[config.mk]
export PLATFORM = sky130hd
export DESIGN_NAME = evum_mux
export DESIGN_NICKNAME = d
export VERILOG_FILES = /design/src/logic/evum_pkg.sv /design/src/logic/evum_user_sel.sv /design/src/logic/evum_mux.sv
export VERILOG_INCLUDE_DIRS = /design/src /design/src/logic
export SDC_FILE = /design/constraint.sdc
export NUM_CORES = 1
export LEC_CHECK = 0
export BUFFER_PORTS_ARGS = -buffer_cell sky130_fd_sc_hd__buf_2
export CORE_MARGIN = 5
export CORE_UTILIZATION = 38
export CTS_BUF_LIST = sky130_fd_sc_hd__clkbuf_4 sky130_fd_sc_hd__clkbuf_8
export CTS_CLUSTER_SIZE = 12
export DETAILED_ROUTE_END_ITERATION = 8
export PLACE_DENSITY = 0.56
export SLEW_MARGIN = 0
export SYNTH_ARGS = -nofsm -noshare
export SYNTH_HDL_FRONTEND = slang
export SYNTH_SLANG_ARGS = --single-unit
[constraint.sdc]
create_clock -name mclk -period 9.05 [get_ports mclk]
set_input_delay 0.4525 -clock mclk [delete_from_list [all_inputs] [get_ports mclk]]
set_output_delay 0.4525 -clock mclk [all_outputs]
set_load 0.05 [all_outputs]
[src/logic/evum_params.svh]
// Offsets, reset values and code points of the event user mux
`ifndef EVUM_PARAMS_SVH
`define EVUM_PARAMS_SVH

// ==========================================================
// Register map
`define EVUM_USER_BASE      8'h20
`define EVUM_NUM_USERS      25
`define EVUM_SEL_RST        8'h00
`define EVUM_SEL_OFF        8'h00

// ==========================================================
// Generator codes
`define EVUM_GEN_B0_CAPTURE 8'ha0
`define EVUM_GEN_B0_WRAP    8'ha1
`define EVUM_GEN_B1_CAPTURE 8'ha2
`define EVUM_GEN_B1_WRAP    8'ha3
`define EVUM_GEN_B2_CAPTURE 8'ha4
`define EVUM_GEN_B2_WRAP    8'ha5
`define EVUM_GEN_PIN_BASE   8'h40
`define EVUM_NUM_PINS       8

// ==========================================================
// User indices of the third type-B timer
`define EVUM_USER_B2_CAPTURE 21
`define EVUM_USER_B2_COUNT   22

`endif

[src/logic/evum_pkg.sv]
// Types shared by the event user mux
package evum_pkg;

  // ========================================================
  // Type-B timer operating modes
  typedef enum logic [2:0] {
    EVUM_TB_PERIODIC    = 3'b000,
    EVUM_TB_TIMEOUT     = 3'b001,
    EVUM_TB_INPUT_CAPTURE_FLAG_EVENT  = 3'b010,
    EVUM_TB_FREQ        = 3'b011,
    EVUM_TB_PULSE_WIDTH = 3'b100,
    EVUM_TB_FREQ_PW     = 3'b101,
    EVUM_TB_SINGLE_SHOT = 3'b110,
    EVUM_TB_PWM8        = 3'b111
  } evum_tb_mode_t;

  // ========================================================
  // Event inputs from one type-B timer
  typedef struct packed {
    logic          capture;
    logic          wrap;
    evum_tb_mode_t mode;
  } evum_tb_in_t;

  // ========================================================
  // One bit per event user, user 24 first
  typedef struct packed {
    logic tmr_d_input_b;
    logic tmr_d_input_a;
    logic timer_b_inst2_count;
    logic timer_b_inst2_capture;
    logic timer_b_inst1_count;
    logic timer_b_inst1_capture;
    logic timer_b_inst0_count;
    logic timer_b_inst0_capture;
    logic timer_a_inst0_count_input_b;
    logic timer_a_inst0_count_input_a;
    logic serial_port1_irda;
    logic serial_port0_irda;
    logic pin_out_f;
    logic pin_out_d;
    logic pin_out_c;
    logic pin_out_a;
    logic adc_start;
    logic table3_event_in_b;
    logic table3_event_in_a;
    logic table2_event_in_b;
    logic table2_event_in_a;
    logic table1_event_in_b;
    logic table1_event_in_a;
    logic table0_event_in_b;
    logic table0_event_in_a;
  } evum_users_t;

endpackage : evum_pkg

[src/logic/evum_user_sel.sv]
// One user channel-selection register and its channel picker
`timescale 1ns/1ps

`include "evum_params.svh"

module evum_user_sel
  import evum_pkg::*;
#(
  parameter int NUM_CHAN = 6,
  parameter bit PRESENT  = 1'b1
) (
  input  wire logic                mclk,
  input  wire logic                rst_n,
  input  wire logic                clk_en,
  input  wire logic                wr_en,
  input  wire logic [7:0]          wdata,
  input  wire logic [NUM_CHAN-1:0] chan_evt,
  output logic      [7:0]          sel,
  output logic                     user_evt
);

  logic next_user;

  // ========================================================
  // Selection register
  always_ff @(posedge mclk or negedge rst_n) begin
    if (!rst_n) begin
      sel <= `EVUM_SEL_RST;
    end else if (clk_en && wr_en && PRESENT) begin // RQ2
      sel <= wdata; // RQ5
    end
  end

  // ========================================================
  // Channel picker: one channel at most
  always_comb begin
    next_user = 1'b0; // RQ7 RQ14
    for (int c = 0; c < NUM_CHAN; c++) begin
      if (sel == 8'(c + 1)) begin
        next_user = chan_evt[c]; // RQ6 RQ7
      end
    end
  end

  always_ff @(posedge mclk or negedge rst_n) begin
    if (!rst_n) begin
      user_evt <= 1'b0;
    end else if (clk_en) begin
      user_evt <= next_user;
    end
  end
endmodule : evum_user_sel

[src/logic/evum_mux.sv]
// Event user channel mux: generator decode and user selectors
//
// Function
// RQ1: Codes a2-a5 pick timer B1/B2 capture, wrap
// RQ2: Third type-B timer exists only when fitted
// RQ3: Pin event reads zero when driver disabled
// RQ4: Capture event moment follows timer operating mode
// RQ5: Eight-bit selector per user at 0x20+n
// RQ6: User takes one channel; channels shareable
// RQ7: Zero disconnects; n picks channel n-1
// RQ8: Users 0-7 are logic table A/B inputs
// RQ9: Users 0x0d, 0x0e are serial IrDA inputs
// RQ10: User 0x0f is timer A count input A
// RQ11: User 0x10 is timer A count input B
// RQ12: Users 0x11-0x16 are type-B capture/count inputs
// RQ13: Capture input path sync/async set by mode
// RQ14: Missing channel treated as disconnected
//
// Strobed register access was decided locally.
`timescale 1ns/1ps

`include "evum_params.svh"

module evum_mux
  import evum_pkg::*;
#(
  parameter int NUM_CHAN     = 6,
  parameter bit HAS_TIMER_B2 = 1'b1
) (
  input  wire logic                     mclk,
  input  wire logic                     rstn,
  input  wire logic                     clk_en,
  input  wire logic [7:0]               reg_addr,
  input  wire logic [7:0]               reg_wdata,
  input  wire logic                     reg_wr,
  input  wire logic                     reg_rd,
  output logic      [7:0]               reg_rdata,
  input  wire logic [NUM_CHAN-1:0][7:0] gen_code,
  input  wire logic [NUM_CHAN-1:0]      chan_other,
  input  wire logic [7:0]               pin_event,
  input  wire logic [7:0]               pin_drv_en,
  input  wire evum_tb_in_t [2:0]        timer_b,
  output logic      [NUM_CHAN-1:0]      chan_evt,
  output logic      [2:0]               capture_async,
  output evum_users_t                   users
);

  localparam int         NUSR     = `EVUM_NUM_USERS;
  localparam logic [7:0] PIN_BASE = `EVUM_GEN_PIN_BASE;
  localparam logic [7:0] USR_BASE = `EVUM_USER_BASE;
  localparam logic [7:0] USR_CNT  = 8'(`EVUM_NUM_USERS);
  localparam logic [7:0] USR_LAST = USR_BASE + USR_CNT - 8'h01;

  // ========================================================
  // Reset release
  logic [1:0] rst_pipe;
  logic       rst_n;

  always_ff @(posedge mclk or negedge rstn) begin
    if (!rstn) begin
      rst_pipe <= 2'b00;
    end else begin
      rst_pipe <= {rst_pipe[0], 1'b1};
    end
  end

  assign rst_n = rst_pipe[1];

  // ========================================================
  // Type-B timer event shaping
  logic [2:0] tb_present;
  logic [2:0] tb_capture_evt;
  logic [2:0] tb_wrap_evt;
  logic [2:0] next_async;

  for (genvar t = 0; t < 3; t++) begin : g_timer
    assign tb_present[t] = (t < 2) || HAS_TIMER_B2; // RQ2

    always_comb begin
      tb_capture_evt[t] = 1'b0;
      tb_wrap_evt[t]    = 1'b0;
      next_async[t]     = 1'b0;
      if (tb_present[t]) begin
        tb_wrap_evt[t] = timer_b[t].wrap;
        // Periodic mode flags capture on the wrap
        if (timer_b[t].mode == EVUM_TB_PERIODIC) begin
          tb_capture_evt[t] = timer_b[t].wrap; // RQ4
        end else begin
          tb_capture_evt[t] = timer_b[t].capture; // RQ4
        end
        next_async[t] =
          (timer_b[t].mode == EVUM_TB_SINGLE_SHOT); // RQ13
      end
    end
  end

  always_ff @(posedge mclk or negedge rst_n) begin
    if (!rst_n) begin
      capture_async <= 3'b000;
    end else if (clk_en) begin
      capture_async <= next_async; // RQ13
    end
  end

  // ========================================================
  // Channel generator decode
  logic [NUM_CHAN-1:0] next_chan;

  for (genvar c = 0; c < NUM_CHAN; c++) begin : g_chan
    logic [7:0] code;
    logic       src;

    assign code = gen_code[c];

    always_comb begin
      src = chan_other[c];
      case (code)
        `EVUM_GEN_B0_CAPTURE: src = tb_capture_evt[0];
        `EVUM_GEN_B0_WRAP:    src = tb_wrap_evt[0];
        `EVUM_GEN_B1_CAPTURE: src = tb_capture_evt[1]; // RQ1
        `EVUM_GEN_B1_WRAP:    src = tb_wrap_evt[1]; // RQ1
        `EVUM_GEN_B2_CAPTURE: src = tb_capture_evt[2]; // RQ1 RQ2
        `EVUM_GEN_B2_WRAP:    src = tb_wrap_evt[2]; // RQ1 RQ2
        default: begin
          if (code[7:3] == PIN_BASE[7:3]) begin
            src = pin_event[code[2:0]] &
                  pin_drv_en[code[2:0]]; // RQ3
          end
        end
      endcase
    end

    assign next_chan[c] = src;
  end

  always_ff @(posedge mclk or negedge rst_n) begin
    if (!rst_n) begin
      chan_evt <= '0;
    end else if (clk_en) begin
      chan_evt <= next_chan;
    end
  end

  // ========================================================
  // Register decode
  logic [7:0] reg_idx;
  logic       reg_hit;

  assign reg_idx = reg_addr - USR_BASE;
  assign reg_hit = (reg_addr >= USR_BASE) && (reg_idx < USR_CNT); // RQ5

  // ========================================================
  // User selectors
  logic [NUSR-1:0][7:0] sel_q;
  logic [NUSR-1:0]      user_vec;
  logic [NUSR-1:0]      user_present;

  for (genvar u = 0; u < NUSR; u++) begin : g_user
    localparam bit PRES = HAS_TIMER_B2 ||
      !(u == `EVUM_USER_B2_CAPTURE || u == `EVUM_USER_B2_COUNT);

    assign user_present[u] = PRES; // RQ2

    evum_user_sel #(
      .NUM_CHAN (NUM_CHAN),
      .PRESENT  (PRES)
    ) u_sel (
      .mclk     (mclk),
      .rst_n    (rst_n),
      .clk_en   (clk_en),
      .wr_en    (reg_wr && reg_hit && reg_idx == 8'(u)), // RQ5
      .wdata    (reg_wdata),
      .chan_evt (chan_evt), // RQ6
      .sel      (sel_q[u]),
      .user_evt (user_vec[u])
    );
  end

  // User bits land on named destinations
  assign users = evum_users_t'(user_vec); // RQ8 RQ9 RQ10 RQ11 RQ12

  // ========================================================
  // Read path
  always_ff @(posedge mclk or negedge rst_n) begin
    if (!rst_n) begin
      reg_rdata <= 8'h00;
    end else if (clk_en) begin
      if (reg_rd && reg_hit) begin
        reg_rdata <= sel_q[reg_idx[4:0]];
      end else begin
        reg_rdata <= 8'h00;
      end
    end
  end
endmodule : evum_mux

==> metrics.md, run 1 <==
| Metric | Value |
|---|---|
| Status | `complete, no violations` |
| Most frequent cells in the layout | `dfrtp_1 (243), mux2_2 (191), buf_2 (146)` |
| Final Hold Fails | `0` |
| Starting DRT DRC Count | `slightly below 600` |
| Via-to-Cell Ratio | `5.84` |
| Worst Path Max Fanout | `44` |
| Buf/Inv on CP | `2` |
| Pwr/cell area | `between 150 and 200 mW/mm^2` |
| R2r startpoint | `rst_pipe[1]` |
| Final #Nets | `roughly 1,300` |
| Register bit total from synthesis | `roughly 240` |
| Syn Inst Count | `between 1,000 and 1,500` |
| Critical path's largest stage delay | `650 ps` |
| Hold crit path type | `primary input to flop` |
| Routed vias | `around 10,000` |
| Total track usage | `around 20%` |
| Synth warnings | `0` |
| Global-route wire length before repair | `64.7 mm` |
| Final ANT Viol Nets | `0` |
| DRT Pass-1 Iters | `5` |
| Total Power | `2620 uW` |
| Unrepaired setup endpoints after global routing | `no` |
| Clock latency at the later pin of the worst-skew pair | `roughly 570 ps` |
| Crit. End Element | `flop` |
| Avg Inst Size Synth | `between 10 and 15 sq um` |
| Largest net degree at the start of global routing | `between 80 and 90` |
| WP data arrival | `approximately 3000 ps` |
| I/O pins | `about 150` |
| GRT Max-Usage Layer | `met2` |
| Worst EP required | `about 9500 ps` |
| FF-to-FF setup slack | `approximately 6600 ps` |
| Worst setup path end | `g_user[14].u_sel.sel[1]` |
| Final cycle utilization of the critical path | `roughly 28%` |
| Detailed Place HPWL | `roughly 28 mm` |
| Most used cell, CP | `buf_4` |
| Slowest library cell on the worst path | `nor2b_1` |
| Vias in the first global route | `between 10,000 and 15,000` |
| Rows | `71` |
| Slew margin rel. | `19.2%` |
| H-tree depth | `2` |
| Post_cts resized | `0` |
| Core area | `~0.037 sq mm` |
| Clock buffer count from CTS | `43` |
| Die width | `between 200 and 250 um` |
| Least-Margin Pin Slew | `1200 ps` |
| Sequence of cells on the critical path | `buf_4, buf_4, nor2b_1, and3_1, mux2_2` |
| Post-synth EDFFs | `0` |
| Syn_nets | `roughly 1,200` |
| Clock Sinks | `about 240` |
| Detailed Route WL | `around 42 mm` |
| Clk slew on worst S/H paths | `around 60 ps` |
| M3 GR Usage | `3.23%` |
| Worst r2r path cells | `2` |
| Crit path time final | `2560 ps` |
| Max Freq | `0.390 GHz` |
| Setup Buffers After CTS | `0` |
| DRC violations left | `0` |
| Initial antenna violation count | `2` |
| Met1 GRT Util | `27.7%` |
| Clock Skew | `approximately 26 ps` |
| DR WL/cell | `roughly 24 um` |
| Synthesized area | `around 0.014 sq mm` |
| WHS Path Cells | `3` |
| Commonest non-fill, non-tap cell in the layout | `dfrtp_1` |
| Fin Setup TNS | `0 ps` |
| Met2 usage | `about a third` |
| Most common flop cell mapped by yosys | `dfrtp_1` |
| Peak VDD IR | `roughly 0.000094 V` |
| Die area | `0.0415 sq mm` |
| Quantity of I/O buffers inserted on ports | `147` |
| Layout cells sized above 1 | `approximately 44%` |
| Max Slew Vio Count | `0` |
| Critical Path Start Type | `primary input` |
| Leakage | `between 0.007 and 0.008 uW` |
| CTS tree | `built` |
| Post-synth ARST share | `between 90% and 100%` |
| Clk root buf | `clkbuf_8` |
| Die height | `204 um` |
| CP top delay family | `simple AND/OR/NAND/NOR gates` |
| Netlist cell types | `68` |
| Critical path type | `primary input to flop` |
| Max-cap viol count | `0` |
| Reg-to-reg endpoint | `g_user[23].u_sel.sel[7]` |
| Max Buffers Root-to-Sink | `3` |
| Beginning of the critical path | `reg_addr[1]` |
| Routability Congestion | `between 0.8 and 0.9` |
| Grt ovf | `0` |
| Hold buffers post-CTS | `1` |
| Syn-to-layout area delta | `12.9%` |
| Worst path depth | `5` |
| Register area share after synthesis | `42.8%` |
| # setup viols final | `0` |
| Initial core utilization | `a little under two fifths` |
[registers in the layout, summed over array words and instances, names as in the netlist]
signal	cells
capture_async	3
chan_evt	6
g_user.u_sel.sel	200
g_user.u_sel.user_evt	25
reg_rdata	8
rst_pipe	2
[worst min-delay path by stage]
| stage | from | endpoint | slack, ps |
|---|---|---|---|
| final | timer_b[2] | capture_async[0] | 160 |
| after global routing | rstn | rst_pipe[1] | 160 |
| after CTS | timer_b[2] | capture_async[0] | 120 |
| after detailed placement | rstn | rst_pipe[0] | 240 |
| after global placement | rstn | rst_pipe[0] | 240 |
| after floorplan | rstn | rst_pipe[0] | 160 |
[stage by stage]
stage / cell area, sq um / utilization [%] / instances / hold slack (ps) / setup WS (ps)
2_1_floorplan: 14300 / - / 1091 / 157 / 1750
3_3_place_gp: 15200 / 40.6 / 1628 / 239 / 6000
3_5_place_dp: 15200 / 40.6 / 1628 / 239 / 5880
4_1_cts: 16100 / 43.1 / 1708 / 122 / 6440
5_1_grt: 16100 / 43.1 / 1709 / 161 / 6180
6_report: 16100 / 43.1 / 1709 / 158 / 6490
[worst reg2reg max path, cell delays in order, from the launching register on]
cell and delay (ps):
dfrtp_4 940, buf_4 920, buf_4 640
[logic make-up (layout without fill, tap and decap cells)]
logic type | after synthesis | count (layout) | synth area share [%]
other | 1 | 2 | 0.0263
AO/OA/AOI/OAI | 132 | 132 | 6.95
XOR/XNOR | 1 | 1 | 0.0614
multiplexers | 363 | 363 | 34.5
AND/OR/NAND/NOR | 239 | 239 | 11.4
flip-flops | 244 | 244 | 42.8
adder cells (fa/ha/maj) | 1 | 1 | 0.0877
buffers and inverters | 110 | 253 | 4.21
[power by group]
| group | switching (uW) | internal, uW |
|---|---|---|
| Sequential | 44.8 | 1130 |
| Clock | 472 | 615 |
| Combinational | 217 | 140 |
[layer usage]
| layer | up-vias | part of all wire [%] | wire, um |
|---|---|---|---|
| met4 | 2 | 1.7 | 720 |
| li1 | 4408 | - | - |
| met3 | 57 | 5.8 | 2410 |
| met2 | 319 | 49 | 20300 |
| met5 | - | 0.031 | 13 |
| met1 | 5201 | 44 | 18400 |
[cell usage after synthesis, drive strengths merged, types with 24 or more instances]
cell type | n | area [sq um]
nand2b | 30 | 188
or3 | 25 | 161
o2bb2ai | 24 | 210
or4 | 25 | 188
clkbuf | 51 | 195
mux2 | 204 | 2330
buf | 49 | 368
nand2 | 43 | 161
mux4 | 76 | 1760
nor2 | 33 | 186
dfrtp | 244 | 6110
mux2i | 83 | 831
[cell type report]
cell class	count	area, sq um
Fill cell	3524	21200
Multi-Input combinational cell	737	7550
Sequential cell	244	6110
Clock buffer	70	876
Timing Repair Buffer	164	868
Tap cell	474	593
Clock inverter	9	52.6
Inverter	10	37.5
Antenna cell	1	2.50
No activity file was read; power rests on OpenSTA's default activity.
==> run 2, diff against run 1 <==
==> constraint.sdc (replaced) <==
create_clock -name mclk -period 2.6 [get_ports mclk]
set_input_delay 0.13 -clock mclk [delete_from_list [all_inputs] [get_ports mclk]]
set_output_delay 0.13 -clock mclk [all_outputs]
set_load 0.05 [all_outputs]
==> run 2 against run 1 <==
  * Critical path type unchanged
  * Register-to-register slack worse by 5900 ps
  * Wire length rose by 0.56%
  * Critical path depth grew 5
  * Power grew to 3.6 times the previous value
  * Worst hold slack worse by 130 ps
  * Sequential share of layout area fell by 1.2 points
  * Flip-flop and latch count unchanged
  * Worst setup slack worse by 6400 ps
  * Global-route usage is 0.092 points higher
  * Final cell count is 2.5% higher
==> metrics.md, run 2 (same netlist as run 1, synthesis figures left out) <==
| Metric | Value |
|---|---|
| Initial core utilization | `38.2% (unchanged)` |
| Initial antenna violation count | `1 (-1)` |
| Global-route wire length before repair | `65.5 mm (+1.2%)` |
| Syn-to-layout area delta | `16.6%` |
| Least-Margin Pin Slew | `773 ps (-430 ps)` |
| Core area | `0.0373 sq mm (unchanged)` |
| Status | `complete, no violations` |
| Final Hold Fails | `0 (unchanged)` |
| Crit. End Element | `flop` |
| Worst EP required | `3040 ps (-6470 ps)` |
| Die width | `204 um (unchanged)` |
| Critical Path Start Type | `primary input` |
| Peak VDD IR | `0.000365 V (+290%)` |
| Met1 wire length | `18.1 mm (-1.2%)` |
| Placed cell area | `0.0154 sq mm (+1.8%)` |
| Place WS | `322 ps (-5560 ps)` |
| Fin Setup TNS | `0 ps (unchanged)` |
| Vias in the first global route | `10,720 (+4.3%)` |
| CTS tree | `built` |
| Slew margin rel. | `48.3% (+29 points)` |
| Largest net degree at the start of global routing | `52 (-37%)` |
| FF-to-FF setup slack | `720 ps (-5900 ps)` |
| Starting DRT DRC Count | `473 (-19%)` |
| # setup viols final | `0 (unchanged)` |
| Top Metal Used | `met5` |
| Final #Nets | `1,350 (+3.3%)` |
| Finished Cell Area | `0.0166 sq mm (+3.3%)` |
| Max Buffers Root-to-Sink | `3 (unchanged)` |
| I/O pins | `148 (unchanged)` |
| Met2 wire len | `20.5 mm (+0.98%)` |
| Clk slew on worst S/H paths | `60 ps (about the same)` |
| Clock Skew | `48.3 ps (+22.1 ps)` |
| Layout cells sized above 1 | `44.8% (+0.83 points)` |
| DR WL/cell | `24.0 um (-1.9%)` |
| Max Slew Vio Count | `0 (unchanged)` |
| Final WS setup | `113 ps (-6380 ps)` |
| Clk root buf | `clkbuf_8` |
| Via-to-Cell Ratio | `5.82 (-0.36%)` |
| Rows | `71 (unchanged)` |
| Top flop regs | `g_user.u_sel.sel (200), g_user.u_sel.user_evt (25), reg_rdata (8)` |
| Quantity of I/O buffers inserted on ports | `147 (unchanged)` |
| Max Freq | `a little over 0.4 GHz` |
| Clock latency at the later pin of the worst-skew pair | `590 ps (+20 ps)` |
| Commonest non-fill, non-tap cell in the layout | `dfrtp_1` |
| Leakage | `0.00769 uW (+3.5%)` |
| Clock buffer count from CTS | `45 (+4.7%)` |
| H-tree depth | `2 (unchanged)` |
| Most used cell, CP | `dlygate4sd3_1` |
| Grt ovf | `0 (unchanged)` |
| Final ANT Viol Nets | `0 (unchanged)` |
| Die area | `0.0415 sq mm (unchanged)` |
| Total track usage | `20.2% (+0.092 points)` |
| Fillers | `3,498 (-0.74%)` |
| Sequence of cells on the critical path | `dlygate4sd3_1, buf_2, nor3_1, buf_4, mux2i_1, mux2i_1, nor4_2, dlygate4sd3_1, o32ai_1, dlygate4sd3_1` |
| DRC violations left | `0 (unchanged)` |
| Final cycle utilization of the critical path | `between 90% and 100%` |
| Detailed Place HPWL | `29.0 mm (+2.7%)` |
| Routed vias | `10,201 (+2.1%)` |
| Diode count | `0 (-1)` |
| Slowest library cell on the worst path | `dlygate4sd3_1` |
| Unrepaired setup endpoints after global routing | `no` |
| Most frequent cells in the layout | `dfrtp_1 (243), mux2_2 (191), buf_2 (146)` |
| Pwr/cell area | `569 mW/mm^2 (+250%)` |
| Routability Congestion | `0.874 (-1.5%)` |
| Critical path type | `primary input to flop` |
| Max-cap viol count | `0 (unchanged)` |
| Routed wl met3 | `2.57 mm (+6.8%)` |
| DRT Pass-1 Iters | `5 (unchanged)` |
| Max reg flops | `200 (unchanged)` |
| WP data arrival | `2930 ps (-90 ps)` |
| Die height | `204 um (unchanged)` |
| Final core utilization | `44.6% (+1.4 points)` |
| Clock Sinks | `244 (unchanged)` |
| Hold crit path type | `primary input to flop` |
| Detailed Route WL | `42.1 mm (+0.56%)` |
| Top reg by flops | `g_user.u_sel.sel` |
| Worst Path Max Fanout | `6 (-86%)` |
| Crit path time final | `~2500 ps` |
| Critical path's largest stage delay | `580 ps (-70 ps)` |
run 2: path summary, 6_finish.rpt:
kind,startpoint,to,cells past startpoint
max,timer_b[2],chan_evt[5],10
min,chan_other[4],chan_evt[4],4
max reg2reg,g_user[11].u_sel.sel[4],reg_rdata[4],5
min reg2reg,rst_pipe[0],rst_pipe[1],0
max in group asynchronous,rst_pipe[1],chan_evt[0],1
min in group asynchronous,rst_pipe[1],g_user[1].u_sel.user_evt,0
run 2: power by group:
group / internal (uW) / switching (uW) / leakage [uW] / total [uW]
clock network: 2360 / 1690 / 0.000541 / 4060
registers: 3930 / 134 / 0.00337 / 4070
logic: 541 / 792 / 0.00378 / 1330
run 2: layer usage:
metal	vias up	track usage, %
met2	337	34.2
met4	2	4.67
met5	-	0
met1	5293	26.9
li1	4504	-
met3	65	3.93
run 2: worst max-delay path, delay by kind of cell:
family	cells	cell delay [ps]
AOI/OAI and AO/OA	1	80
buffers and inverters	5	2010
muxes	2	390
and+or+nand+nor	2	310
run 2: final cells by class:
class	instances	area (sq um)	share of cell area [%]
sequential	244	6110	36.7
inverter	10	37.5	0.226
tap	474	593	3.57
timing repair buffer	205	1300	7.84
multi-input combinational	737	7560	45.5
clock inverter	10	100	0.602
clock buffer	72	922	5.55
run 2: timing repair:
item	CTS	global route
hold endpoints to repair	9	0
hold buffers	17	0
setup endpoints to repair	0	1
gates resized for setup	0	2
buffers inserted	0	0
run 2: through the flow:
stage	instances	hold WS [ps]	power, uW
5_1_grt	1752	26.2	9860
6_report	1752	23.8	9460
4_1_cts	1752	4.27	9560
3_3_place_gp	1653	-83.7	5430
2_1_floorplan	1091	-166	4970
3_5_place_dp	1653	-81.3	5450
==> run 3, diff against run 2 <==
--- a/config.mk
+++ b/config.mk
@@ -7,7 +7,7 @@
 export NUM_CORES = 1
 export LEC_CHECK = 0
 export BUFFER_PORTS_ARGS = -buffer_cell sky130_fd_sc_hd__buf_2
-export CORE_MARGIN = 5
+export CORE_MARGIN = 2
 export CORE_UTILIZATION = 38
 export CTS_BUF_LIST = sky130_fd_sc_hd__clkbuf_4 sky130_fd_sc_hd__clkbuf_8
 export CTS_CLUSTER_SIZE = 12
==> run 3 against run 2 <==
  * Power decreased by 3.6%
  * Via count fell by 0.56%
  * Worst hold slack gained 17 ps
  * Utilization up 0.58 points
  * Wire length fell by 2.5%
==> metrics.md, run 3 (same netlist as run 1, synthesis figures left out) <==
| Metric | Value |
|---|---|
| Critical Path Start Type | `primary input` |
| Rows | `70 (-1.4%)` |
| Combinational power share | `14.7% (+0.6 points)` |
| Reg area | `0.00611 sq mm (unchanged)` |
| Unrepaired setup endpoints after global routing | `no` |
| Pwr/cell area | `549 mW/mm^2 (-3.5%)` |
| H-tree depth | `2 (unchanged)` |
| Sw frac | `28.0% (+0.26 points)` |
| Hold crit path type | `primary input to flop` |
| Final #Nets | `1,358 (+0.59%)` |
| DRT Pass-1 Iters | `5 (unchanged)` |
| Max Slew Vio Count | `0 (unchanged)` |
| Max-cap viol count | `0 (unchanged)` |
| Worst Path Max Fanout | `5 (-1)` |
| DRC violations left | `0 (unchanged)` |
| Hold_ws | `41.2 ps (+17.4 ps)` |
| Max reg flops | `200 (unchanged)` |
| Global-route wire length before repair | `62.8 mm (-4.1%)` |
| I/O pins | `148 (unchanged)` |
| Slew margin rel. | `45.9% (-2.4 points)` |
| Quantity of I/O buffers inserted on ports | `147 (unchanged)` |
| M3 GR Usage | `4.33% (+0.40 points)` |
| Most used cell, CP | `dlygate4sd3_1` |
| Final Hold Fails | `0 (unchanged)` |
| Least-Margin Pin Slew | `809 ps (+36.2 ps)` |
| Die width | `198 um (-2.9%)` |
| Sequence of cells on the critical path | `dlygate4sd3_1, buf_2, nor3_1, buf_4, mux2i_1, mux2i_1, nor4_1, dlygate4sd3_1, o32ai_1, dlygate4sd3_1` |
| Diode count | `0 (unchanged)` |
| Detailed Route WL | `41.0 mm (-2.5%)` |
| Sequential power share | `44.5% (+1.5 points)` |
| GRT Max-Usage Layer | `met2` |
| Crit. End Element | `flop` |
| Routability Congestion | `0.888 (+1.7%)` |
| Fillers | `3,345 (-4.4%)` |
| Top reg by flops | `g_user.u_sel.sel` |
| Clock Skew | `43.6 ps (-4.73 ps)` |
| Layout cells sized above 1 | `44.1% (-0.73 points)` |
| Clock Sinks | `244 (unchanged)` |
| Total track usage | `21.2% (+1.1 points)` |
| Max Freq | `0.412 GHz (+2.5%)` |
| Place WS | `330 ps (+7.77 ps)` |
| Peak VDD IR | `0.000386 V (+5.8%)` |
| Finished Cell Area | `0.0166 sq mm (-0.13%)` |
| Met2 usage | `35.5% (+1.3 points)` |
| CTS tree | `built` |
| Clock latency at the later pin of the worst-skew pair | `600 ps (about the same)` |
| Via-to-Cell Ratio | `5.80 (-0.39%)` |
| Grt ovf | `0 (unchanged)` |
| Core area | `0.0368 sq mm (-1.4%)` |
| Die area | `0.0391 sq mm (-5.8%)` |
| Vias in the first global route | `10,461 (-2.4%)` |
| Routed vias | `10,144 (-0.56%)` |
| Clk root buf | `clkbuf_8` |
| Commonest non-fill, non-tap cell in the layout | `dfrtp_1` |
| Status | `complete, no violations` |
| Area of the multi-input gates | `0.00755 sq mm (-0.13%)` |
| Initial core utilization | `38.8% (+0.55 points)` |
| Final ANT Viol Nets | `0 (unchanged)` |
| Syn-to-layout area delta | `16.5%` |
| Critical path type | `primary input to flop` |
| Clock share of power | `40.8% (-2.1 points)` |
| Fin Setup TNS | `0 ps (unchanged)` |
| Initial antenna violation count | `2 (+1)` |
| Leakage | `0.00769 uW (about the same)` |
| Final WS setup | `175 ps (+61.8 ps)` |
| Detailed Place HPWL | `28.4 mm (-2.0%)` |
| Clk slew on worst S/H paths | `60 ps (about the same)` |
| Net switching power | `2550 uW (-2.7%)` |
| Critical path's largest stage delay | `590 ps (about the same)` |
| Clock buffer count from CTS | `45 (unchanged)` |
| Slowest library cell on the worst path | `dlygate4sd3_1` |
| Pint | `6570 uW (-3.9%)` |
| Top flop regs | `g_user.u_sel.sel (200), g_user.u_sel.user_evt (25), reg_rdata (8)` |
| Max Buffers Root-to-Sink | `3 (unchanged)` |
| Most frequent cells in the layout | `dfrtp_1 (243), mux2_2 (191), buf_2 (146)` |
| Met1 GRT Util | `27.3% (+0.38 points)` |
| Placed cell area | `0.0154 sq mm (about the same)` |
| Final cycle utilization of the critical path | `93.3% (-2.4 points)` |
| # setup viols final | `0 (unchanged)` |
| Crit path time final | `2430 ps (-61.8 ps)` |
| DR WL/cell | `23.4 um (-2.4%)` |
| WP data arrival | `2910 ps (-20 ps)` |
| Die height | `198 um (-2.9%)` |
| Worst EP required | `3080 ps (+40 ps)` |
| Final core utilization | `45.1% (+0.58 points)` |
| Starting DRT DRC Count | `542 (+15%)` |
| Largest net degree at the start of global routing | `51 (-1.9%)` |
-- run 3: final cells by class --
type | count | share of cell area, %
Inverter | 10 | 0.226
Sequential cell | 244 | 36.8
Multi-Input combinational cell | 737 | 45.5
Timing Repair Buffer | 213 | 8.50
Clock buffer | 65 | 5.09
Clock inverter | 12 | 0.399
Tap cell | 468 | 3.53
-- run 3: what timing repair did --
item / 4_1_cts / 5_1_grt
gates resized for setup: 0 / 0
hold buffers: 26 / 0
setup buffers: 0 / 0
endpoints found under the hold margin: 15 / 0
-- run 3: worst max-delay path, delay by kind of cell --
family                 cells  cell delay (ps)
buffers and inverters      5             2000
multiplexers               2              360
AND/OR/NAND/NOR            2              340
AO/OA/AOI/OAI              1               80
-- run 3: layer usage --
layer / wire (um) / share of wire (%) / vias up
met3: 2420 / 5.9 / 80
li1: - / - / 4507
met4: 1060 / 2.6 / 4
met1: 17800 / 43 / 5187
met2: 19700 / 48 / 366
met5: 27 / 0.066 / -
-- run 3: path summary, 6_finish.rpt --
check,slack (ps),cells after the start,from,to
max,170,10,timer_b[7],chan_evt[5]
min,40,3,gen_code[26],chan_evt[3]
min in group asynchronous,230,0,rst_pipe[1],g_user[6].u_sel.user_evt
max in group asynchronous,1530,2,rst_pipe[1],g_user[24].u_sel.sel[1]
max reg2reg,800,5,g_user[5].u_sel.sel[6],reg_rdata[6]
min reg2reg,230,0,rst_pipe[1],g_user[6].u_sel.user_evt
-- run 3: metrics by stage --
stage	power, uW	std cells
detailed placement	5440	1646
global route	9540	1749
global placement	5420	1646
finish	9120	1749
floorplan	4970	1091
CTS	9260	1749
-- run 3: power groups by stage --
stage                     clock network (uW)  logic (uW)  registers [uW]
after global placement                     0        1300            4120
final                                   3720        1340            4060
after floorplan                            0         793            4180
after CTS                               3850        1350            4060
after detailed placement                   0        1310            4120
after global routing                    4030        1440            4070
